===== src/logic/mpi_pkg.sv =====
// Purpose: shared constants and types for the multiphase interleaver
// Assumes: digital model of error, ramp and current samples as unsigned words
// Notes: rule summary below
// Summary of operation
// - four phases unless pins select fewer
// - cycle paced by internal cycle clock
// - cycle start forces phase one low
// - four-phase falls spaced quarter cycle
// - phase three tied high gives two phases
// - phase four tied high, phase three low, gives three phases
// - each fall held low third cycle
// - after hold, high when corrected error crosses ramp
// - high output stays high until termination
// - current sampled only inside forced low
// - one sample per cycle after settling
// - disabled channels excluded from processing
// - average equals sum over active count
// - filtered sample minus average corrects error
// - held samples exported for other consumers
// - droop current output equals average
`default_nettype none
package mpi_pkg;
	// cycle length in reference clocks, divisible by 12
	localparam int CYC_LEN = 240;
	localparam int CNT_W = 16;
	localparam int DAT_W = 12;
	// settling delay in reference clocks inside forced low
	localparam int SETTLE_CYC = 8;
	// filter shift of the balance correction
	localparam int FILT_SH = 2;
	localparam logic [1:0] RST_PCNT = 2'h3;
	typedef enum logic [1:0] {
		MPI_IDLE = 2'b00,
		MPI_RUN = 2'b01
	} mpi_state_e;
	typedef struct packed {
		logic [DAT_W-1:0] ch3;
		logic [DAT_W-1:0] ch2;
		logic [DAT_W-1:0] ch1;
		logic [DAT_W-1:0] ch0;
	} mpi_samp_s;
endpackage : mpi_pkg
`default_nettype wire


===== src/logic/mpi_chan.sv =====
// Purpose: one phase channel: forced low, compare, sample, balance filter
// Assumes: i_term is one-cycle termination pulse for this channel
// Notes: disabled channels hold outputs low
`default_nettype none
module mpi_chan #(
	parameter int DW = mpi_pkg::DAT_W,
	parameter int CW = mpi_pkg::CNT_W
) (
	input wire logic i_clk,
	input wire logic i_rst,
	input wire logic i_en,
	input wire logic i_term,
	input wire logic [CW-1:0] i_min_off,
	input wire logic [DW-1:0] i_comp,
	input wire logic [DW-1:0] i_ramp,
	input wire logic [DW-1:0] i_channel_current_input,
	input wire logic [DW-1:0] i_avg,
	output logic o_pwm,
	output logic o_forced,
	output logic [DW-1:0] o_samp
);
	logic [CW-1:0] off_cnt; // forced low counter
	logic samp_done; // one sample per cycle
	logic signed [DW+1:0] corr; // filtered balance error
	logic signed [DW+1:0] err;
	logic signed [DW+2:0] modv;
	// forced low timing
	always_ff @(posedge i_clk) begin
		if (i_rst || !i_en) begin
			off_cnt <= '0;
			o_forced <= 1'b0;
		end else if (i_term) begin
			off_cnt <= '0;
			o_forced <= 1'b1;
		end else if (o_forced) begin
			off_cnt <= off_cnt + 1'b1;
			if (off_cnt == i_min_off - 1'b1) o_forced <= 1'b0;
		end
	end
	assign err = $signed({2'b00, o_samp}) - $signed({2'b00, i_avg});
	assign modv = $signed({3'b000, i_comp}) - {corr[DW+1], corr};
	// pwm output
	always_ff @(posedge i_clk) begin
		if (i_rst || !i_en) begin
			o_pwm <= 1'b0;
		end else if (i_term) begin
			o_pwm <= 1'b0;
		end else if (!o_forced && !o_pwm && modv > $signed({3'b000, i_ramp})) begin
			o_pwm <= 1'b1;
		end
	end
	// sample and hold
	always_ff @(posedge i_clk) begin
		if (i_rst || !i_en) begin
			o_samp <= '0;
			samp_done <= 1'b0;
		end else if (i_term) begin
			samp_done <= 1'b0;
		end else if (o_forced && !samp_done && off_cnt == CW'(mpi_pkg::SETTLE_CYC)) begin
			o_samp <= i_channel_current_input;
			samp_done <= 1'b1;
		end
	end
	always_ff @(posedge i_clk) begin
		if (i_rst || !i_en) corr <= '0;
		else if (i_term) corr <= corr + ((err - corr) >>> mpi_pkg::FILT_SH);
	end
	chk_forced_len: assert property (@(posedge i_clk) disable iff (i_rst)
		$rose(o_forced) && i_en |-> o_forced [*8]) else $error("forced low too short");
	chk_term_low: assert property (@(posedge i_clk) disable iff (i_rst)
		i_term |=> !o_pwm) else $error("pwm not low after termination");
	chk_no_rise: assert property (@(posedge i_clk) disable iff (i_rst)
		o_forced |=> !$rose(o_pwm) || !i_en) else $error("pwm rose in forced low");
	chk_high_hold: assert property (@(posedge i_clk) disable iff (i_rst)
		o_pwm && !i_term && i_en |=> o_pwm) else $error("pwm fell without termination");
	chk_samp_win: assert property (@(posedge i_clk) disable iff (i_rst)
		$changed(o_samp) && i_en && !$past(i_rst) |-> $past(o_forced)) else $error("sample outside window");
	cov_rise: cover property (@(posedge i_clk) $rose(o_pwm));
endmodule : mpi_chan
`default_nettype wire


===== src/logic/mpi_top.sv =====
// Purpose: interleaved multiphase pwm timing and current balance
// Assumes: inputs synchronous to I_REF_CLK; digital analog stand-ins
// Notes: phase count strapped from phase three/four pins before run
`default_nettype none
module mpi_top #(
	parameter int CYC = mpi_pkg::CYC_LEN,
	parameter int DW = mpi_pkg::DAT_W,
	parameter int CW = mpi_pkg::CNT_W
) (
	input wire logic I_REF_CLK,
	input wire logic I_SRST,
	input wire logic I_RUN, // start switching
	input wire logic I_PHASE3_STRAP, // phase three pin level sensed
	input wire logic I_PHASE4_STRAP, // phase four pin level sensed
	input wire logic [DW-1:0] I_ERROR_AMP_OUTPUT,
	input wire logic [DW-1:0] I_RAMP,
	input wire logic [4*DW-1:0] I_CHANNEL_CURRENT_INPUT,
	output logic O_PHASE1_DRIVE_OUT,
	output logic O_PHASE2_DRIVE_OUT,
	output logic O_PHASE3_DRIVE_OUT,
	output logic O_PHASE4_DRIVE_OUT,
	output logic O_PHASE3_OE_N, // low while driving phase three pin
	output logic O_PHASE4_OE_N, // low while driving phase four pin
	output logic [1:0] O_PHASE_COUNT_M1, // active phases minus one
	output logic O_CYCLE_START, // internal cycle clock pulse
	output logic [DW-1:0] O_AVERAGE_CHANNEL_CURRENT,
	output logic [DW-1:0] O_FEEDBACK_NODE_DROOP,
	output mpi_pkg::mpi_samp_s O_HELD_SAMPLES
);
	mpi_pkg::mpi_state_e state; // idle or running
	logic [1:0] pcnt; // latched phases minus one
	logic [CW-1:0] cyc_cnt; // position in cycle
	logic [3:0] en; // channel enables
	logic [3:0] term; // termination pulses
	logic [3:0] pwm;
	logic [3:0] forced;
	logic [DW-1:0] samp [4];
	logic [DW+1:0] sum;
	logic [CW-1:0] min_off;
	// fall offset of channel k for given count
	function automatic logic [CW-1:0] off_of(input logic [1:0] pc, input int k);
		int o;
		o = (k * CYC) / (pc + 1);
		return CW'(o);
	endfunction : off_of
	always_ff @(posedge I_REF_CLK) begin
		if (I_SRST) begin
			state <= mpi_pkg::MPI_IDLE;
			pcnt <= mpi_pkg::RST_PCNT;
		end else begin
			case (state)
				mpi_pkg::MPI_IDLE: begin
					if (I_PHASE3_STRAP) pcnt <= 2'h1;
					else if (I_PHASE4_STRAP) pcnt <= 2'h2;
					else pcnt <= 2'h3;
					if (I_RUN) state <= mpi_pkg::MPI_RUN;
				end
				mpi_pkg::MPI_RUN: begin
					if (!I_RUN) state <= mpi_pkg::MPI_IDLE;
				end
				default: state <= mpi_pkg::MPI_IDLE;
			endcase
		end
	end
	always_ff @(posedge I_REF_CLK) begin
		if (I_SRST || state != mpi_pkg::MPI_RUN) cyc_cnt <= '0;
		else if (cyc_cnt == CW'(CYC - 1)) cyc_cnt <= '0;
		else cyc_cnt <= cyc_cnt + 1'b1;
	end
	assign min_off = CW'(CYC / 3);
	generate
		for (genvar k = 0; k < 4; k++) begin : g_ch
			assign en[k] = (state == mpi_pkg::MPI_RUN) && (k <= pcnt);
			assign term[k] = en[k] && (cyc_cnt == off_of(pcnt, k));
			mpi_chan #(.DW(DW), .CW(CW)) u_ch (
				.i_clk(I_REF_CLK),
				.i_rst(I_SRST),
				.i_en(en[k]),
				.i_term(term[k]),
				.i_min_off(min_off),
				.i_comp(I_ERROR_AMP_OUTPUT),
				.i_ramp(I_RAMP),
				.i_channel_current_input(I_CHANNEL_CURRENT_INPUT[k*DW +: DW]),
				.i_avg(O_AVERAGE_CHANNEL_CURRENT),
				.o_pwm(pwm[k]),
				.o_forced(forced[k]),
				.o_samp(samp[k])
			);
		end
	endgenerate
	assign sum = (DW+2)'(samp[0]) + (DW+2)'(samp[1]) + (DW+2)'(samp[2]) + (DW+2)'(samp[3]);
	// outputs registered
	always_ff @(posedge I_REF_CLK) begin
		if (I_SRST) begin
			{O_PHASE4_DRIVE_OUT, O_PHASE3_DRIVE_OUT, O_PHASE2_DRIVE_OUT, O_PHASE1_DRIVE_OUT} <= 4'h0;
			O_PHASE3_OE_N <= 1'b1;
			O_PHASE4_OE_N <= 1'b1;
			O_PHASE_COUNT_M1 <= mpi_pkg::RST_PCNT;
			O_CYCLE_START <= 1'b0;
			O_AVERAGE_CHANNEL_CURRENT <= '0;
			O_FEEDBACK_NODE_DROOP <= '0;
			O_HELD_SAMPLES <= '0;
		end else begin
			{O_PHASE4_DRIVE_OUT, O_PHASE3_DRIVE_OUT, O_PHASE2_DRIVE_OUT, O_PHASE1_DRIVE_OUT} <= pwm;
			O_PHASE3_OE_N <= !en[2];
			O_PHASE4_OE_N <= !en[3];
			O_PHASE_COUNT_M1 <= pcnt;
			O_CYCLE_START <= term[0];
			O_AVERAGE_CHANNEL_CURRENT <= DW'(sum / ((DW+2)'(pcnt) + 1'b1));
			O_FEEDBACK_NODE_DROOP <= O_AVERAGE_CHANNEL_CURRENT;
			O_HELD_SAMPLES <= {samp[3], samp[2], samp[1], samp[0]};
		end
	end
	chk_count_hold: assert property (@(posedge I_REF_CLK) disable iff (I_SRST)
		state == mpi_pkg::MPI_RUN && $past(state) == mpi_pkg::MPI_RUN |-> $stable(pcnt)) else $error("count moved");
	chk_cycle_per: assert property (@(posedge I_REF_CLK) disable iff (I_SRST)
		term[0] && I_RUN |-> ##[1:300] term[0] || !I_RUN) else $error("cycle start missing");
	chk_quarter: assert property (@(posedge I_REF_CLK) disable iff (I_SRST)
		term[0] && pcnt == 2'h3 && I_RUN |-> ##60 (term[1] || !I_RUN)) else $error("phase two late");
	chk_dis_low: assert property (@(posedge I_REF_CLK) disable iff (I_SRST)
		!en[3] |=> !pwm[3]) else $error("disabled channel drove");
	cov_four: cover property (@(posedge I_REF_CLK) term[3]);
	cov_two: cover property (@(posedge I_REF_CLK) term[1] && pcnt == 2'h1);
	cov_three: cover property (@(posedge I_REF_CLK) term[2] && pcnt == 2'h2);
endmodule : mpi_top
`default_nettype wire


===== config.mk =====
export PLATFORM = sky130hd
export DESIGN_NAME = mpi_top
export DESIGN_NICKNAME = d
export VERILOG_FILES = /design/src/logic/mpi_pkg.sv /design/src/logic/mpi_chan.sv /design/src/logic/mpi_top.sv
export SDC_FILE = /design/constraint.sdc
export NUM_CORES = 1
export LEC_CHECK = 0
export ABC_AREA = 1
export ABC_CLOCK_PERIOD_IN_PS = 54000
export BUFFER_PORTS_ARGS = -buffer_cell sky130_fd_sc_hd__buf_2
export CORE_ASPECT_RATIO = 1.25
export CORE_UTILIZATION = 29
export CTS_BUF_LIST = sky130_fd_sc_hd__clkbuf_16
export DETAILED_ROUTE_END_ITERATION = 7
export PLACE_DENSITY = 0.53
export SYNTH_ARGS = -nofsm -noshare
export SYNTH_HDL_FRONTEND = slang
export SYNTH_SLANG_ARGS = --single-unit

===== constraint.sdc =====
create_clock -name I_REF_CLK -period 54 [get_ports I_REF_CLK]
set_input_delay 5.4 -clock I_REF_CLK [delete_from_list [all_inputs] [get_ports I_REF_CLK]]
set_output_delay 5.4 -clock I_REF_CLK [all_outputs]
set_load 0.01 [all_outputs]

Word-level counts from Yosys, hierarchy flattened
Index checks and enable logic that the tools add are counted.
{ "totals": {"regBits": 281, "in_bits": 77, "wordCells": 172} }
{ "classes": {"addsub": 26, "n_div": 5, "n_lt_le_gt_ge": 7, "eq_ne": 17, "muxes": 17, "bitwise_logic": 4, "reduce_logical": 55} }
{ "op_table": {"columns": ["cell", "count"], "rows": [
  ["$add A16 B1 Y16 const B", 5],
  ["$add A14 B12 Y14", 5],
  ["$eq A16 B16 Y1", 4],
  ["$eq A16 B4 Y1 const B", 4],
  ["$eq A16 B7 Y1 const B", 4],
  ["$gt A15 B13 Y1", 4],
  ["$sub A13 B14 Y15", 4],
  ["$sub A13 B14 Y14", 4],
  ["$sub A12 B12 Y13", 4],
  ["$div A0 B32 Y32", 1],
  ["$div A10 B32 Y32 const A", 1],
  ["$div A8 B32 Y32 const A", 1],
  ["$div A9 B32 Y32 const A", 1],
  ["$logic_and A1 B1 Y1", 23],
  ["$eq A16 B8 Y1 const B", 1],
  ["$logic_not A1 Y1", 16],
  ["$add A13 B12 Y14", 1],
  ["$div A14 B14 Y14", 1],
  ["$add A12 B12 Y13", 1],
  ["$mux W1", 13],
  ["$reduce_and A2 Y1", 5],
  ["$reduce_or A2 Y1", 5],
  ["$add A2 B1 Y3 const B", 2],
  ["$mux W2", 3],
  ["9 further kinds", 18]
]} }

Longest topological paths before layout
{ "depth": {"word_depth": 6, "ltp_mapped": 150, "ltp_nobuf": 148} }

By module
A second synthesis with hierarchy kept.
{ "unflattened": {"hier_cells": 4747, "area_unflattened_um2": 30432.9} }
{ "by_module_without_submodules": {"columns": ["mod", "instances", "cells_each", "area_each_um2", "seq_area_each_um2"], "rows": [
  ["mpi_chan", 4, 777, 5043.6, 900.9],
  ["mpi_top", 1, 1639, 10258.6, 2001.9]
]} }

Least setup slack after synthesis
OpenSTA, ideal clock, no wires.
{ "synth_timing": {"kind": "register to register", "from": "reg g_ch[0].u_ch.o_samp[1]", "to": "reg O_AVERAGE_CHANNEL_CURRENT[0]", "setup_ns": 0.109, "arrival_ns": 19.353, "required_time_ns": 53.891, "slack_ns": 34.538, "path_stages_with_launch": 138, "period_less_slack_ns": 19.462, "path_cell_list": "dfxtp_1 > fa_1 > fa_1 > ha_1 > fa_1 > nand3_1 > nand3_1 > a21oi_1 > o21bai_1 > ha_1 > nand3_1 > nor2_1 > nand3_1 > nand2_1 > nand2_1 > nand2_1 > inv_1 > ha_1 > (+102 left out) > nand4_2 > inv_2 > nand2_2 > inv_2 > o21ai_0 > ha_1 > o21ai_0 > nand2_1 > a21oi_1 > o21ai_1 > a21oi_1 > nand3_1 > a21oi_1 > nand4_1 > nor2_1 > nand4_1 > nand2_1 > inv_1"} }
{ "synth_via": {"elab_chain_len": 4} }
{ "synth_rtl": {"columns": ["item", "line_no", "text"], "rows": [
  ["start: declaration", "mpi_chan.sv:20", "output logic [DW-1:0] o_samp"],
  ["start signal: assignment", "mpi_chan.sv:60", "o_samp <= i_channel_current_input;"],
  ["$add A12 B12 Y13", "mpi_top.sv:91", "assign sum = (DW+2)'(samp[0]) + (DW+2)'(samp[1]) + (DW+2)'(samp[2]) + (DW+2)'(samp[3]);"],
  ["$add A13 B12 Y14", "mpi_top.sv:91", null],
  ["$add A14 B12 Y14", "mpi_top.sv:91", null],
  ["$div A14 B14 Y14", "mpi_top.sv:109", "O_AVERAGE_CHANNEL_CURRENT <= DW'(sum / ((DW+2)'(pcnt) + 1'b1));"],
  ["end signal: assignment", "mpi_top.sv:109", null],
  ["end: declaration", "mpi_top.sv:26", "output logic [DW-1:0] O_AVERAGE_CHANNEL_CURRENT,"]
]} }
No other way between the ends.
A chain may end at the register's enable or synchronous reset.

Worst setup path after layout
Same ends and word-level chain as after synthesis.

==> impl_results.md <==
* Status: complete, no violations
* Post-route clock period utilization at between 40% and 50%
* RR Endpoint: O_AVERAGE_CHANNEL_CURRENT[0]
* Maximum net fanout on the critical path at 11
* Syn nets at roughly 4200
* Postcts setup bufs at 0
* Reg2reg setup slack at roughly 31000 ps
* Max-cap violations at 0
* Worst path required time at between 50000 and 60000 ps
* Top_reg_cell synth: dfxtp_1
* Worst path bufs/invs at 26
* Initial antenna violation count at 2
* CP max stage cell: fa_1
* Final Wtd Congestion at approximately 0.90
* Horiz. Die Dim at between 200 and 300 um
* Largest stage delay, worst path at 620 ps
* HPWL Detailed at slightly above 70000 um
* Clock power frac at approximately 16%
* Port bufs at between 150 and 200
* Global-route wire length before repair at 131400 um
* Final WL at about 86000 um
* Hold-fix buffers, CTS at 0
* CP endpoint: O_AVERAGE_CHANNEL_CURRENT[0]
* TritonCTS buffer count at 37
* Mapped Cells at 3781
* Cell Pwr Density at approximately 56 nW/um^2
* Drt initial violations at around 1200
* FMAX at 0.04388 GHz
* Antenna Cells at 0
* DRC violations left at 0
* Worst setup EP type: register
* Leakage power at 14.09 nW
* Worst Setup SP: g_ch[0].u_ch.o_samp[1]
* Multi-input gate area at approximately 17000 sq um
* Wirelength per Cell at 16.82 um
* Final setup fails at 0
* Psw at 0.8938 mW
* Final Hold Slack at roughly 430 ps
* H-tree depth at 2
* Initial Utilization at just under 30%
* Distinct cells, synth at 65
* # rows at about 120
* DIE HEIGHT at 334.9 um
* Most frequent cells in the layout: inv_1 (653), nand2_1 (593), nor2_1 (476), ha_1 (318), a21oi_1 (304)
* Comb pwr share at a little under three quarters
* Setup TNS Final at 0 ps
* Worst r2r src: g_ch[0].u_ch.o_samp[1]
* FF+latch count, synth at 280
* CTS clock-pin slew for the worst setup and hold paths at ~60 ps
* HP Start: g_ch[3].u_ch.o_pwm
* Worst-Margin Slew at 995.2 ps
* Worst path depth at roughly 140
* Share of layout cells above drive strength 1 at under 10%
* Hold Vio Cnt, Final at 0
* Latest clock arrival within the worst-skew pair at 570 ps
* Hold crit path type: reg -> reg
* Worst R2R Path Depth at around 140
* Cell area after synthesis at 25700 sq um
* Die area at approximately 90000 sq um
* CTS Buffer Depth at 3
* Slew Viols, Final at 0
* Gr ovfl total at 0
* TritonCTS clock tree: yes
* Slew margin rel. at about a third
* Largest net degree at the start of global routing at 56
* Crit-path leading delay family: simple AND/OR/NAND/NOR gates
* Warnings, synthesis at 0
* Avg Cell Area, Syn at between 6 and 7 sq um
* Seq pwr share at between 10% and 20%
* Nets at 4367
* Path type of the worst setup path: reg -> reg
* Layout area overhead at 13.01%
* Clock root cell: clkbuf_16
* FILL cells at 9639
* Clock Skew at around 19 ps
* Most common cell after layout, fill and taps aside: inv_1
* Hold path cells at 2
* First-pass iteration count of the detailed router at 5
* Area occupied by registers at 5605 sq um
* CORE AREA at about 90000 sq um
* Total GRT Usage at a little under a fifth
* Total Power at 1.628 mW
* P_int at ~0.73 mW
* RSZ-0062 raised after global routing: false
* Antenna Nets Post-Route at 0
* Number of global-route vias before repair at roughly 24000
* Vias per Instance at roughly 4.8
* Via count at approximately 24000
* Async SR Flop Fraction at 0%
* Register area share after synthesis at a little over a fifth
* Most frequent CP cell: nand2_1
* Maximum VDD drop at about 94 uV
* Switching share of power at between 50% and 60%
* CP startpoint kind: register
* PostCTS Resize Cnt at 0
* Tmin final at between 20000 and 25000 ps
* Clk sink count at between 200 and 300
* EDFF count, synth at 0
* CP Data Arrival Time at roughly 23000 ps
* Number of placed I/O pins at about 160
## cell type report
cell class	instances	share of cell area (%)
sequential	280	19.30
timing repair buffer	176	3.205
tap	1168	5.031
clock buffer	37	3.187
multi-input combinational	2776	59.74
clock inverter	27	0.9433
inverter	665	8.593
## cell usage after synthesis (5+ instances only)
library cell	number	area share (%)
xor2_1	182	6.2
o21bai_1	42	1.2
buf_2	6	0.12
dfxtp_1	280	22
a21o_1	24	0.70
nor4_1	25	0.61
o21ai_0	168	3.3
nand3_2	18	0.70
nand2_2	29	0.71
o211ai_1	11	0.32
clkbuf_1	48	0.70
ha_1	318	15
o31ai_1	6	0.18
o2111ai_1	6	0.20
a31oi_1	13	0.32
a21oi_1	304	5.9
and3_1	7	0.17
nor2_4	5	0.22
or2_2	17	0.41
fa_1	36	2.8
nand3b_1	10	0.29
nand4_1	65	1.6
o21a_1	5	0.15
and2_1	7	0.17
o21ai_1	19	0.37
xnor2_1	51	1.7
inv_1	647	9.4
a211oi_1	49	1.4
inv_2	17	0.25
nor2_2	7	0.17
nor3b_1	15	0.44
nor3_1	70	1.4
nand2_1	593	8.7
nand3_1	150	2.9
nor2_1	477	7.0
## metrics by stage
| stage | setup slack [ps] | cells | cell area, sq um | util [%] |
|---|---|---|---|---|
| after global routing | 28480 | 5129 | 29050 | 33.20 |
| after global placement | 32150 | 5065 | 27850 | 31.82 |
| after floorplan | 34540 | 3781 | 25700 | - |
| final | 31210 | 5129 | 29050 | 33.20 |
| after CTS | 31390 | 5129 | 29050 | 33.20 |
| after detailed placement | 31470 | 5065 | 27850 | 31.82 |
## worst min-delay path: stages (launching register included)
cell and delay, ps:
dfxtp_1 290, inv_1 60, nor2_1 40
## power by group through the flow
| stage | Clock (mW) | Combinational, mW | Sequential [mW] |
|---|---|---|---|
| 2_1_floorplan | 0 | 0.903 | 0.222 |
| 3_3_place_gp | 0 | 1.15 | 0.221 |
| 3_5_place_dp | 0 | 1.15 | 0.221 |
| 4_1_cts | 0.262 | 1.15 | 0.217 |
| 5_1_grt | 0.269 | 1.30 | 0.217 |
| 6_report | 0.254 | 1.16 | 0.217 |
## flip-flops by register name, summed over array words and instances, names as in the netlist, 2 cells and up
signal	cells
O_FEEDBACK_NODE_DROOP	12
O_PHASE_COUNT_M1	2
O_HELD_SAMPLES	48
g_ch.u_ch.corr	56
g_ch.u_ch.off_cnt	64
cyc_cnt	16
g_ch.u_ch.o_pwm	4
pcnt	2
g_ch.u_ch.samp_done	4
g_ch.u_ch.o_forced	4
O_AVERAGE_CHANNEL_CURRENT	12
g_ch.u_ch.o_samp	48
## cell families after synthesis
logic type	share of synthesized area (%)
simple gates	26.24
buf+inv	10.69
compound gates	14.98
fa+ha+maj	18.28
flops	21.81
xor+xnor	8.002
## layer usage
metal | track usage, % | up-vias | wire length, um
met5 | 0 | - | 13
met4 | 9.058 | 2 | 4191
met3 | 2.394 | 155 | 2957
met2 | 33.07 | 455 | 41130
met1 | 23.09 | 11180 | 37960
li1 | - | 12650 | -
## how the worst min path moves through the flow
stage	endpoint
finish	O_PHASE4_DRIVE_OUT
global placement	O_PHASE4_DRIVE_OUT
global route	O_PHASE2_DRIVE_OUT
detailed placement	O_PHASE4_DRIVE_OUT
floorplan	O_PHASE1_DRIVE_OUT
CTS	O_PHASE4_DRIVE_OUT
Note: power is estimated with default switching activity, not from simulation.
